<file path="src/wot_consts.vh">
`ifndef WOT_CONSTS_VH
`define WOT_CONSTS_VH

// Register byte offsets
`define WOT_ADDR_CTRL        6'h00
`define WOT_ADDR_STATUS      6'h04
`define WOT_ADDR_TIMEBASE    6'h08
`define WOT_ADDR_DIVISOR     6'h0c
`define WOT_ADDR_START_CFG   6'h10
`define WOT_ADDR_START_DELAY 6'h14
`define WOT_ADDR_START_TIME  6'h18
`define WOT_ADDR_HOLD_CFG    6'h1c
`define WOT_ADDR_ROUTE       6'h20
`define WOT_ADDR_TIME_NOW    6'h24
`define WOT_ADDR_UPD_COUNT   6'h28

// Control command bits
`define WOT_CTRL_ARM         0
`define WOT_CTRL_SW_START    1
`define WOT_CTRL_STOP        2

// Timebase field layout and codes
`define WOT_TB_SEL_LSB       0
`define WOT_TB_SEL_MSB       1
`define WOT_TB_STROBE_EXT    2
`define WOT_TB_13M1072       2'h0
`define WOT_TB_12M8          2'h1
`define WOT_TB_10M           2'h2
`define WOT_TB_EXTERNAL      2'h3

// Phase increments: f_base / 25 MHz * 2^32
`define WOT_INC_13M1072      32'h8637bd05
`define WOT_INC_12M8         32'h83126e97
`define WOT_INC_10M          32'h66666666

// Start source codes
`define WOT_SRC_SOFTWARE     3'h0
`define WOT_SRC_TERMINAL     3'h1
`define WOT_SRC_IN_REF       3'h2
`define WOT_SRC_IN_START     3'h3
`define WOT_SRC_TIME         3'h4

// Reset values
`define WOT_TIMEBASE_RST     32'h00000000
`define WOT_DIVISOR_RST      32'h00000001
`define WOT_START_CFG_RST    32'h00000000
`define WOT_HOLD_CFG_RST     32'h00000000
`define WOT_ROUTE_RST        32'h00000000

// Sequencer states
`define WOT_ST_IDLE          2'h0
`define WOT_ST_ARMED         2'h1
`define WOT_ST_DELAY         2'h2
`define WOT_ST_RUN           2'h3

// AXI responses
`define WOT_RESP_OKAY        2'h0
`define WOT_RESP_SLVERR      2'h2

`endif

</file>
<file path="src/wot_sync.v">
`timescale 1ns/1ps
`default_nettype none
module wot_sync #(
   parameter WIDTH = 8
)(
   // Clock and reset
   input  wire             aclk,
   input  wire             aresetn,
   // Raw inputs and conditioned outputs
   input  wire [WIDTH-1:0] din,
   output wire [WIDTH-1:0] lvl,
   output wire [WIDTH-1:0] rise,
   output wire [WIDTH-1:0] fall
);
   genvar i;
   generate
      for (i = 0; i < WIDTH; i = i + 1)
      begin : g_bit
         reg s1;
         reg s2;
         reg s3;
         // Two stages for metastability, third only for edge history
         always @(posedge aclk)
         begin
            if (!aresetn)
            begin
               s1 <= 1'b0;
               s2 <= 1'b0;
               s3 <= 1'b0;
            end
            else
            begin
               s1 <= din[i];
               s2 <= s1;
               s3 <= s2;
            end
         end
         // Edges come from stages two and three, never stage one
         assign lvl[i]  = s2;
         assign rise[i] = s2 & ~s3;
         assign fall[i] = ~s2 & s3;
      end
   endgenerate
endmodule
`default_nettype wire

</file>
<file path="src/wot_timing.v">
// Local design decisions: the register offsets and the AXI4-Lite register port.
`timescale 1ns/1ps
`default_nettype none
`include "wot_consts.vh"
module wot_timing (
   // Clock and reset
   input  wire        aclk,
   input  wire        aresetn,
   // AXI4-Lite write address
   input  wire [31:0] s_axi_awaddr,
   input  wire        s_axi_awvalid,
   output wire        s_axi_awready,
   // AXI4-Lite write data
   input  wire [31:0] s_axi_wdata,
   input  wire [3:0]  s_axi_wstrb,
   input  wire        s_axi_wvalid,
   output wire        s_axi_wready,
   // AXI4-Lite write response
   output reg  [1:0]  s_axi_bresp,
   output reg         s_axi_bvalid,
   input  wire        s_axi_bready,
   // AXI4-Lite read address
   input  wire [31:0] s_axi_araddr,
   input  wire        s_axi_arvalid,
   output wire        s_axi_arready,
   // AXI4-Lite read data
   output reg  [31:0] s_axi_rdata,
   output reg  [1:0]  s_axi_rresp,
   output reg         s_axi_rvalid,
   input  wire        s_axi_rready,
   // Trigger and clock inputs
   input  wire [3:0]  gpt_in,
   input  wire        ext_base_clock,
   input  wire        ext_update_strobe,
   input  wire        input_reference_event,
   input  wire        input_start_event,
   // General purpose terminal drive
   output reg  [3:0]  gpt_out,
   output reg  [3:0]  gpt_oe_n,
   // Update strobes to output modules
   output reg         output_update_strobe,
   output wire [3:0]  channel_update
);
   // Bus slave state
   reg        aw_ok;
   reg [5:0]  aw_addr;
   reg        w_ok;
   reg [31:0] w_data;
   reg [3:0]  w_strb;
   // Configuration registers
   reg [31:0] timebase_cfg;
   reg [31:0] divisor;
   reg [31:0] start_cfg;
   reg [31:0] start_delay;
   reg [31:0] start_time;
   reg [31:0] hold_cfg;
   reg [31:0] route_cfg;
   // Engine state
   reg [1:0]  state;
   reg [31:0] phase_acc;
   reg [31:0] time_now;
   reg [31:0] div_cnt;
   reg [31:0] dly_cnt;
   reg [31:0] upd_count;
   reg        start_pulse;
   reg        hold_seen;
   // Combinational nets
   wire        wr_en;
   wire        arm_cmd;
   wire        sw_cmd;
   wire        stop_cmd;
   wire [7:0]  raw_in;
   wire [7:0]  s_lvl;
   wire [7:0]  s_rise;
   wire [7:0]  s_fall;
   wire [1:0]  tb_sel;
   wire        strobe_ext;
   wire        trig_en;
   wire [2:0]  start_src;
   wire [1:0]  start_idx;
   wire        start_fall;
   wire        hold_en;
   wire        hold_internal;
   wire [1:0]  hold_idx;
   wire        hold_low;
   wire        hold_raw;
   wire        hold_act;
   wire [32:0] phase_sum;
   wire        base_tick;
   wire [31:0] div_last;
   wire        int_fire;
   wire        ext_fire;
   reg         src_edge;
   reg         start_event;
   reg [31:0]  inc;
   reg [31:0]  rd_mux;
   reg         rd_hit;

   // Byte-lane merge for partial writes
   function [31:0] merge;
      input [31:0] old;
      input [31:0] nw;
      input [3:0]  strb;
      integer k;
      begin
         merge = old;
         for (k = 0; k < 4; k = k + 1)
            if (strb[k])
               merge[k*8 +: 8] = nw[k*8 +: 8];
      end
   endfunction

   // Outside signals enter through the synchroniser
   assign raw_in = {input_start_event, input_reference_event, ext_update_strobe,
                    ext_base_clock, gpt_in};
   wot_sync #(
      .WIDTH (8)
   ) i_wot_sync (
      .aclk    (aclk),
      .aresetn (aresetn),
      .din     (raw_in),
      .lvl     (s_lvl),
      .rise    (s_rise),
      .fall    (s_fall)
   );

   // Field decode
   assign tb_sel        = timebase_cfg[`WOT_TB_SEL_MSB:`WOT_TB_SEL_LSB];
   assign strobe_ext    = timebase_cfg[`WOT_TB_STROBE_EXT];
   assign trig_en       = start_cfg[0];
   assign start_src     = start_cfg[3:1];
   assign start_idx     = start_cfg[5:4];
   assign start_fall    = start_cfg[6];
   assign hold_en       = hold_cfg[0];
   assign hold_internal = hold_cfg[1];
   assign hold_idx      = hold_cfg[3:2];
   assign hold_low      = hold_cfg[4];

   // Bus handshakes; one write and one read in flight
   assign s_axi_awready = ~aw_ok & ~s_axi_bvalid;
   assign s_axi_wready  = ~w_ok & ~s_axi_bvalid;
   assign s_axi_arready = ~s_axi_rvalid;
   assign wr_en         = aw_ok & w_ok & ~s_axi_bvalid;
   assign arm_cmd  = wr_en & (aw_addr == `WOT_ADDR_CTRL) & w_strb[0] & w_data[`WOT_CTRL_ARM];
   assign sw_cmd   = wr_en & (aw_addr == `WOT_ADDR_CTRL) & w_strb[0]
                     & w_data[`WOT_CTRL_SW_START];
   assign stop_cmd = wr_en & (aw_addr == `WOT_ADDR_CTRL) & w_strb[0] & w_data[`WOT_CTRL_STOP];

   // Base rate pick, fastest at reset
   always @*
   begin
      case (tb_sel)
         `WOT_TB_13M1072: inc = `WOT_INC_13M1072;
         `WOT_TB_12M8:    inc = `WOT_INC_12M8;
         `WOT_TB_10M:     inc = `WOT_INC_10M;
         default:         inc = 32'h00000000;
      endcase
   end

   // Base clock ticks; external base only sampled, never driven out
   assign phase_sum = {1'b0, phase_acc} + {1'b0, inc};
   assign base_tick = (tb_sel == `WOT_TB_EXTERNAL) ? s_rise[4] : phase_sum[32];

   // Hold gate source and active level
   assign hold_raw = hold_internal ? s_lvl[6] : s_lvl[hold_idx];
   assign hold_act = hold_en & (hold_raw ^ hold_low);

   // Integer divider, zero treated as one
   assign div_last = (divisor == 32'h00000000) ? 32'h00000000 : divisor - 32'h00000001;
   // Onboard strobe: divider frozen while held, resumes on release
   assign int_fire = ~strobe_ext & base_tick & ~hold_act & (div_cnt >= div_last);
   // Outside strobe: edges during hold dropped
   assign ext_fire = strobe_ext & s_rise[5] & ~hold_act;

   // Start source and edge selection
   always @*
   begin
      case (start_src)
         `WOT_SRC_SOFTWARE: src_edge = sw_cmd;
         `WOT_SRC_TERMINAL: src_edge = start_fall ? s_fall[start_idx] : s_rise[start_idx];
         `WOT_SRC_IN_REF:   src_edge = start_fall ? s_fall[6] : s_rise[6];
         `WOT_SRC_IN_START: src_edge = start_fall ? s_fall[7] : s_rise[7];
         `WOT_SRC_TIME:     src_edge = (time_now == start_time);
         default:           src_edge = 1'b0;
      endcase
      // Without a trigger, software command starts
      start_event = trig_en ? src_edge : sw_cmd;
   end

   // Bus slave: address and data taken in either order
   always @(posedge aclk)
   begin
      if (!aresetn)
      begin
         aw_ok        <= 1'b0;
         aw_addr      <= 6'h00;
         w_ok         <= 1'b0;
         w_data       <= 32'h00000000;
         w_strb       <= 4'h0;
         s_axi_bvalid <= 1'b0;
         s_axi_bresp  <= `WOT_RESP_OKAY;
         s_axi_rvalid <= 1'b0;
         s_axi_rresp  <= `WOT_RESP_OKAY;
         s_axi_rdata  <= 32'h00000000;
      end
      else
      begin
         if (s_axi_awvalid && s_axi_awready)
         begin
            aw_ok   <= 1'b1;
            aw_addr <= s_axi_awaddr[5:0];
         end
         if (s_axi_wvalid && s_axi_wready)
         begin
            w_ok   <= 1'b1;
            w_data <= s_axi_wdata;
            w_strb <= s_axi_wstrb;
         end
         if (wr_en)
         begin
            aw_ok        <= 1'b0;
            w_ok         <= 1'b0;
            s_axi_bvalid <= 1'b1;
            s_axi_bresp  <= (aw_addr[1:0] == 2'h0 && aw_addr <= `WOT_ADDR_UPD_COUNT)
                            ? `WOT_RESP_OKAY : `WOT_RESP_SLVERR;
         end
         else if (s_axi_bvalid && s_axi_bready)
            s_axi_bvalid <= 1'b0;
         if (s_axi_arvalid && s_axi_arready)
         begin
            s_axi_rvalid <= 1'b1;
            s_axi_rdata  <= rd_mux;
            s_axi_rresp  <= rd_hit ? `WOT_RESP_OKAY : `WOT_RESP_SLVERR;
         end
         else if (s_axi_rvalid && s_axi_rready)
            s_axi_rvalid <= 1'b0;
      end
   end

   // Read mux; unmapped reads return zero with an error
   always @*
   begin
      rd_mux = 32'h00000000;
      rd_hit = 1'b1;
      case (s_axi_araddr[5:0])
         `WOT_ADDR_CTRL:        rd_mux = 32'h00000000;
         `WOT_ADDR_STATUS:      rd_mux = {28'h0000000, hold_seen, hold_act, state};
         `WOT_ADDR_TIMEBASE:    rd_mux = timebase_cfg;
         `WOT_ADDR_DIVISOR:     rd_mux = divisor;
         `WOT_ADDR_START_CFG:   rd_mux = start_cfg;
         `WOT_ADDR_START_DELAY: rd_mux = start_delay;
         `WOT_ADDR_START_TIME:  rd_mux = start_time;
         `WOT_ADDR_HOLD_CFG:    rd_mux = hold_cfg;
         `WOT_ADDR_ROUTE:       rd_mux = route_cfg;
         `WOT_ADDR_TIME_NOW:    rd_mux = time_now;
         `WOT_ADDR_UPD_COUNT:   rd_mux = upd_count;
         default:               rd_hit = 1'b0;
      endcase
   end

   // Configuration writes
   always @(posedge aclk)
   begin
      if (!aresetn)
      begin
         timebase_cfg <= `WOT_TIMEBASE_RST;
         divisor      <= `WOT_DIVISOR_RST;
         start_cfg    <= `WOT_START_CFG_RST;
         start_delay  <= 32'h00000000;
         start_time   <= 32'h00000000;
         hold_cfg     <= `WOT_HOLD_CFG_RST;
         route_cfg    <= `WOT_ROUTE_RST;
      end
      else if (wr_en)
      begin
         case (aw_addr)
            `WOT_ADDR_TIMEBASE:    timebase_cfg <= merge(timebase_cfg, w_data, w_strb) & 32'h7;
            `WOT_ADDR_DIVISOR:     divisor      <= merge(divisor, w_data, w_strb);
            `WOT_ADDR_START_CFG:   start_cfg    <= merge(start_cfg, w_data, w_strb) & 32'h7f;
            `WOT_ADDR_START_DELAY: start_delay  <= merge(start_delay, w_data, w_strb);
            `WOT_ADDR_START_TIME:  start_time   <= merge(start_time, w_data, w_strb);
            `WOT_ADDR_HOLD_CFG:    hold_cfg     <= merge(hold_cfg, w_data, w_strb) & 32'h1f;
            `WOT_ADDR_ROUTE:       route_cfg    <= merge(route_cfg, w_data, w_strb) & 32'h7f;
            default:               route_cfg    <= route_cfg;
         endcase
      end
   end

   // Free running time reference and base phase
   always @(posedge aclk)
   begin
      if (!aresetn)
      begin
         time_now  <= 32'h00000000;
         phase_acc <= 32'h00000000;
      end
      else
      begin
         time_now  <= time_now + 32'h00000001;
         phase_acc <= phase_sum[31:0];
      end
   end

   // Generation sequencer
   always @(posedge aclk)
   begin
      if (!aresetn)
      begin
         state                <= `WOT_ST_IDLE;
         div_cnt              <= 32'h00000000;
         dly_cnt              <= 32'h00000000;
         upd_count            <= 32'h00000000;
         start_pulse          <= 1'b0;
         output_update_strobe <= 1'b0;
         hold_seen            <= 1'b0;
      end
      else
      begin
         start_pulse          <= 1'b0;
         output_update_strobe <= 1'b0;
         // Sticky hold flag; a new hold wins over the clearing arm
         if (state == `WOT_ST_RUN && hold_act)
            hold_seen <= 1'b1;
         else if (arm_cmd)
            hold_seen <= 1'b0;
         case (state)
            `WOT_ST_IDLE:
            begin
               if (start_event && !trig_en)
               begin
                  start_pulse <= 1'b1;
                  dly_cnt     <= start_delay;
                  div_cnt     <= 32'h00000000;
                  state       <= strobe_ext ? `WOT_ST_RUN : `WOT_ST_DELAY;
               end
               else if (arm_cmd)
               begin
                  upd_count <= 32'h00000000;
                  state     <= `WOT_ST_ARMED;
               end
            end
            `WOT_ST_ARMED:
            begin
               if (stop_cmd)
                  state <= `WOT_ST_IDLE;
               else if (start_event)
               begin
                  start_pulse <= 1'b1;
                  dly_cnt     <= start_delay;
                  div_cnt     <= 32'h00000000;
                  state       <= strobe_ext ? `WOT_ST_RUN : `WOT_ST_DELAY;
               end
            end
            `WOT_ST_DELAY:
            begin
               // Delay counted in base ticks; first update at its end
               if (stop_cmd)
                  state <= `WOT_ST_IDLE;
               else if (base_tick)
               begin
                  if (dly_cnt == 32'h00000000)
                  begin
                     state <= `WOT_ST_RUN;
                     if (!hold_act)
                     begin
                        output_update_strobe <= 1'b1;
                        upd_count            <= upd_count + 32'h00000001;
                     end
                  end
                  else
                     dly_cnt <= dly_cnt - 32'h00000001;
               end
            end
            `WOT_ST_RUN:
            begin
               if (stop_cmd)
                  state <= `WOT_ST_IDLE;
               else
               begin
                  // Hold checked per update; issued strobe completes
                  if (int_fire || ext_fire)
                  begin
                     output_update_strobe <= 1'b1;
                     upd_count            <= upd_count + 32'h00000001;
                  end
                  if (int_fire)
                     div_cnt <= 32'h00000000;
                  else if (base_tick && !hold_act && !strobe_ext)
                     div_cnt <= div_cnt + 32'h00000001;
               end
            end
            default:
               state <= `WOT_ST_IDLE;
         endcase
      end
   end

   // Every channel of the task sees the same strobe
   assign channel_update = {4{output_update_strobe}};

   // Terminal routing; start wins a shared pin
   genvar t;
   generate
      for (t = 0; t < 4; t = t + 1)
      begin : g_term
         wire strobe_sel;
         wire start_sel;
         assign strobe_sel = route_cfg[0] & (route_cfg[2:1] == t);
         assign start_sel  = route_cfg[4] & (route_cfg[6:5] == t);
         always @(posedge aclk)
         begin
            if (!aresetn)
            begin
               gpt_out[t]  <= 1'b0;
               gpt_oe_n[t] <= 1'b1;
            end
            else
            begin
               gpt_oe_n[t] <= ~(strobe_sel | start_sel);
               if (start_sel)
                  gpt_out[t] <= start_pulse;
               else if (strobe_sel)
                  gpt_out[t] <= output_update_strobe ^ route_cfg[3];
               else
                  gpt_out[t] <= 1'b0;
            end
         end
      end
   endgenerate
endmodule
`default_nettype wire

</file>
<file path="config.mk">
export PLATFORM = sky130hd
export DESIGN_NAME = wot_timing
export DESIGN_NICKNAME = d
export VERILOG_FILES = /design/src/wot_sync.v /design/src/wot_timing.v
export VERILOG_INCLUDE_DIRS = /design/src
export SDC_FILE = /design/constraint.sdc
export NUM_CORES = 1
export LEC_CHECK = 0
export BUFFER_PORTS_ARGS = -buffer_cell sky130_fd_sc_hd__buf_2
export CAP_MARGIN = 20
export CELL_PAD_IN_SITES_DETAIL_PLACEMENT = 1
export CELL_PAD_IN_SITES_GLOBAL_PLACEMENT = 1
export CORE_ASPECT_RATIO = 0.7
export CORE_UTILIZATION = 41
export CTS_CLUSTER_DIAMETER = 50
export DETAILED_ROUTE_END_ITERATION = 12
export GPL_TIMING_DRIVEN = 0
export PLACE_DENSITY = 0.8
export SYNTH_ARGS = -nofsm -noshare
export SYNTH_HDL_FRONTEND = slang
export SYNTH_SLANG_ARGS = --single-unit
</file>
<file path="constraint.sdc">
create_clock -name aclk -period 4.8 [get_ports aclk]
set_input_delay 0.72 -clock aclk [delete_from_list [all_inputs] [get_ports aclk]]
set_output_delay 0.72 -clock aclk [all_outputs]
set_load 0.02 [all_outputs]
</file>
==> impl_table.tex <==
\begin{tabular}{lr}
\hline
Metric & Value \\
\hline
\multicolumn{2}{l}{\textbf{Status}} \\
\quad Result of the run & finished with violations \\
\quad Violations in the final reports & negative setup slack \\
\multicolumn{2}{l}{\textbf{Logic synthesis}} \\
\quad Ys flop type & dfxtp\_1 \\
\quad Synthesized-area fraction occupied by ao, oa, aoi and oai cells & 0.179 \\
\quad Synthesized-area fraction occupied by adder cells & 0.0440 \\
\quad Mux share of post-synthesis cell area & 0.0698 \\
\quad Xor-xnor portion of the synthesized cell area & 0.0468 \\
\quad Area share of and/or/nand/nor cells after synthesis & 0.237 \\
\quad Count of different cell masters after synthesis & 89 \\
\quad Most area-consuming cells after synthesis & dfxtp\_1, nor2\_1, mux2i\_1 \\
\quad Library cell occupying the most area in the post-synthesis netlist & dfxtp\_1 \\
\quad Synth top area share & 0.388 \\
\quad Number of standard cells after synthesis & 2458 \\
\quad Syn\_area\_per\_cell & 8.29 sq um \\
\quad Number of register bits inferred by synthesis & 395 \\
\quad Sequential element share of the synthesized area & 0.388 \\
\quad Yosys warning count & 0 \\
\quad Count of flip-flops with a built-in enable after synthesis & 0 \\
\quad Post-Synthesis Cell Area & 20400 sq um \\
\quad Post-synthesis async set-or-reset flop share & 0 \\
\quad Largest family of logic cells by synthesized area & simple AND/OR/NAND/NOR gates \\
\multicolumn{2}{l}{\textbf{Worst setup path}} \\
\quad Cell chain of the critical path & clkbuf\_1, or4\_4, nor4\_2, nand4\_1, buf\_4, buf\_8, nand2\_1, ha\_4, and4\_4, nand2\_1, or4\_4, a31oi\_4, o21ai\_4, buf\_12, o311a\_4, and2\_4, buf\_8, buf\_12, a22oi\_1, nor2\_1 \\
\quad Critical path data arrival time & 5.26 ns \\
\quad Worst Setup End Kind & flip-flop \\
\quad Required time of the critical path & 5.25 ns \\
\quad Slowest cell on the critical path & or4\_4 \\
\quad Startpoint kind of the worst setup timing path & flip-flop \\
\quad Max Fanout on Critical Path & 7 \\
\quad Critical path class & reg -> reg \\
\quad Biggest cell delay along the critical path & 0.65 ns \\
\multicolumn{2}{l}{\textbf{Floorplanning}} \\
\quad Standard cell core area & 48500 sq um \\
\quad Boundary Pins & 169 \\
\quad Number of core rows & 67 \\
\quad Starting Density & 0.421 \\
\quad Chip Width & 268 um \\
\quad Area enclosed by the die boundary & 50600 sq um \\
\quad Overall die height & 189 um \\
\multicolumn{2}{l}{\textbf{Placed design}} \\
\quad Last weighted congestion value of the routability-driven placer & 1.06 \\
\quad Dpl ws & -1.58 ns \\
\quad Detailed placement HPWL & 64400 um \\
\quad Post-DP Area & 21800 sq um \\
\quad Number of input and output port buffers inserted & 114 \\
\multicolumn{2}{l}{\textbf{STA}} \\
\quad Least-Margin Pin Slew & 1.24 ns \\
\quad Setup repair after global routing missed its margin & true \\
\quad Achievable frequency & 208 MHz \\
\quad Post-route fraction of the period consumed by the critical path & 1.00 \\
\quad Total setup violations reported at the end of the flow & 7 \\
\quad Setup WS post-layout & -0.0125 ns \\
\quad Final Skew & 0.0430 ns \\
\quad Worst rel slew slack & 0.171 \\
\quad Clock period minus worst slack & 4.81 ns \\
\quad Final Max Tran Viols & 0 \\
\quad Hold violation count in the final report & 0 \\
\quad Setup Total Neg Slack & -0.0568 ns \\
\multicolumn{2}{l}{\textbf{Route}} \\
\quad Number of search-and-repair iterations in the first detailed-routing pass & 9 \\
\quad Vias & 20844 \\
\quad Number of design rule violations left after detail routing & 0 \\
\quad Per-cell routed wire length & 26.0 um \\
\quad Final ANT Viol Nets & 0 \\
\quad Post-Route WL & 87100 um \\
\quad Routed vias/inst & 6.22 \\
\quad Drt first-iter violations & 2430 \\
\multicolumn{2}{l}{\textbf{Cells and area}} \\
\quad Layout net count & 2846 \\
\quad Final core area utilization & 0.501 \\
\quad Filler cell count & 5789 \\
\quad Layout cell share with drive strength beyond 1 & 0.135 \\
\quad Highest-count cells in the layout ignoring fill and taps & dfxtp\_1, nor2\_1, nand2\_1 \\
\quad Most common cell after layout, fill and taps aside & dfxtp\_1 \\
\quad Area Growth Syn to Fin & 19.2\% \\
\quad Post-route standard cell area excluding fillers & 24300 sq um \\
\multicolumn{2}{l}{\textbf{Clock tree}} \\
\quad Number of H-tree levels & 2 \\
\quad Total of hold buffers inserted after clock tree synthesis & 0 \\
\quad Number of sinks driven by the clock tree & 395 \\
\quad Root buffer cell & clkbuf\_16 \\
\quad Clock transition at the registers of the reported paths & 0.06 ns \\
\quad CTS tree & yes \\
\quad CTS Buffer Depth & 3 \\
\quad Clock buffer count from CTS & 45 \\
\quad Latest clock arrival within the worst-skew pair & 0.60 ns \\
\multicolumn{2}{l}{\textbf{Global routing}} \\
\quad Pin count of the biggest net entering global routing & 16 \\
\quad Antenna violations before repair & 4 \\
\quad Global router's overall resource usage & 0.333 \\
\quad Number of global-route vias before repair & 20676 \\
\quad Total congestion overflow & 0 \\
\quad Wire length of the first global-routing pass & 128000 um \\
\multicolumn{2}{l}{\textbf{Worst hold path}} \\
\quad Hold WC Path Type & in -> reg \\
\multicolumn{2}{l}{\textbf{Run}} \\
\quad Number of max-capacitance violations reported & 0 \\
\multicolumn{2}{l}{\textbf{Power and ir drop}} \\
\quad Max rail drop VDD & 0.222 mV \\
\quad Static Leakage & 9.92 nW \\
\quad Power consumption & 0.00807 W \\
\quad Total power divided by cell area & 332 nW/um\^{}2 \\
\hline
\end{tabular}
## what timing repair did
action                                  in CTS  in global routing
pin swaps                                   13                 26
endpoints found under the setup margin      65                 65
cloned                                       0                  5
setup buffers                               11                 20
resized for setup                           61                 97
endpoints found under the hold margin        0                  0
## state kept, by name, indices dropped and copies added (netlist names), 8 cells and up
register             flops
i_wot_sync.g_bit.s2      8
upd_count               32
i_wot_sync.g_bit.s3      8
phase_acc               32
start_time              32
s_axi_rdata             32
divisor                 32
w_data                  32
time_now                32
div_cnt                 32
start_delay             32
i_wot_sync.g_bit.s1      8
dly_cnt                 32
## synth_stat cells, drive strengths merged, types with 27 or more instances
cell / number
a21oi: 120
nor3: 48
clkbuf: 117
nand2: 270
o21ai: 111
nand3: 75
dfxtp: 395
a222oi: 31
xnor2: 36
a31oi: 32
nand2b: 29
xor2: 73
ha: 70
nand4: 27
mux2i: 132
a22oi: 89
nor2: 387
inv: 35
and3: 28
and2: 39
## layer usage
| metal | GRT usage | vias up | wire [um] |
|---|---|---|---|
| li1 | - | 9234 | - |
| met1 | 0.485 | 10476 | 39600 |
| met2 | 0.498 | 974 | 36900 |
| met3 | 0.0595 | 158 | 8070 |
| met4 | 0.0942 | 2 | 2510 |
| met5 | 0 | - | 11 |
## worst paths after layout
check	from	to	slack, ns	cells past startpoint
setup / recovery	divisor[24]	div_cnt[10]	-0.01	20
hold / removal	s_axi_rready	s_axi_rvalid	0.30	2
setup reg to reg	divisor[24]	div_cnt[10]	-0.01	20
hold reg to reg	i_wot_sync.g_bit[7].s1	i_wot_sync.g_bit[7].s2	0.44	1
## logic make-up after synthesis
| kind of cell | Yosys count |
|---|---|
| AOI/OAI and AO/OA | 536 |
| adders and majority gates | 71 |
| xor gates and xnor gates | 109 |
| DFF | 395 |
| muxes | 137 |
| and+or+nand+nor | 1031 |
| other | 1 |
| buffers and inverters | 178 |
## cell type report
cell class,instances,area [sq um],share of cell area
Clock buffer,61,1310,0.0538
Multi-Input combinational cell,1886,12100,0.500
Antenna cell,2,5.00,0.000206
Buffer,141,714,0.0294
Inverter,35,131,0.00541
Tap cell,655,820,0.0337
Timing Repair Buffer,156,1020,0.0419
Clock inverter,21,239,0.00984
Sequential cell,395,7910,0.326
## where the power goes
part | leakage [nW] | internal [W] | switching, W
Clock | 0.752 | 0.00206 | 0.00159
Sequential | 3.20 | 0.00338 | 0.0000885
Combinational | 5.97 | 0.000346 | 0.000606
Total | 9.92 | 0.00578 | 0.00229
## per-stage QoR
stage	hold WS, ns	cells
after floorplan	0.412	2459
after global placement	0.420	3228
after detailed placement	0.426	3231
after CTS	0.281	3322
after global routing	0.305	3351
final	0.295	3352
## worst max-delay path, delay by kind of cell (launching register included)
family          cells  cell delay [ns]
simple gates        9             2.30
buf+inv             6             1.01
compound gates      4             0.89
flops               1             0.30
fa+ha+maj           1             0.17
No activity file was read; power rests on OpenSTA's default activity.
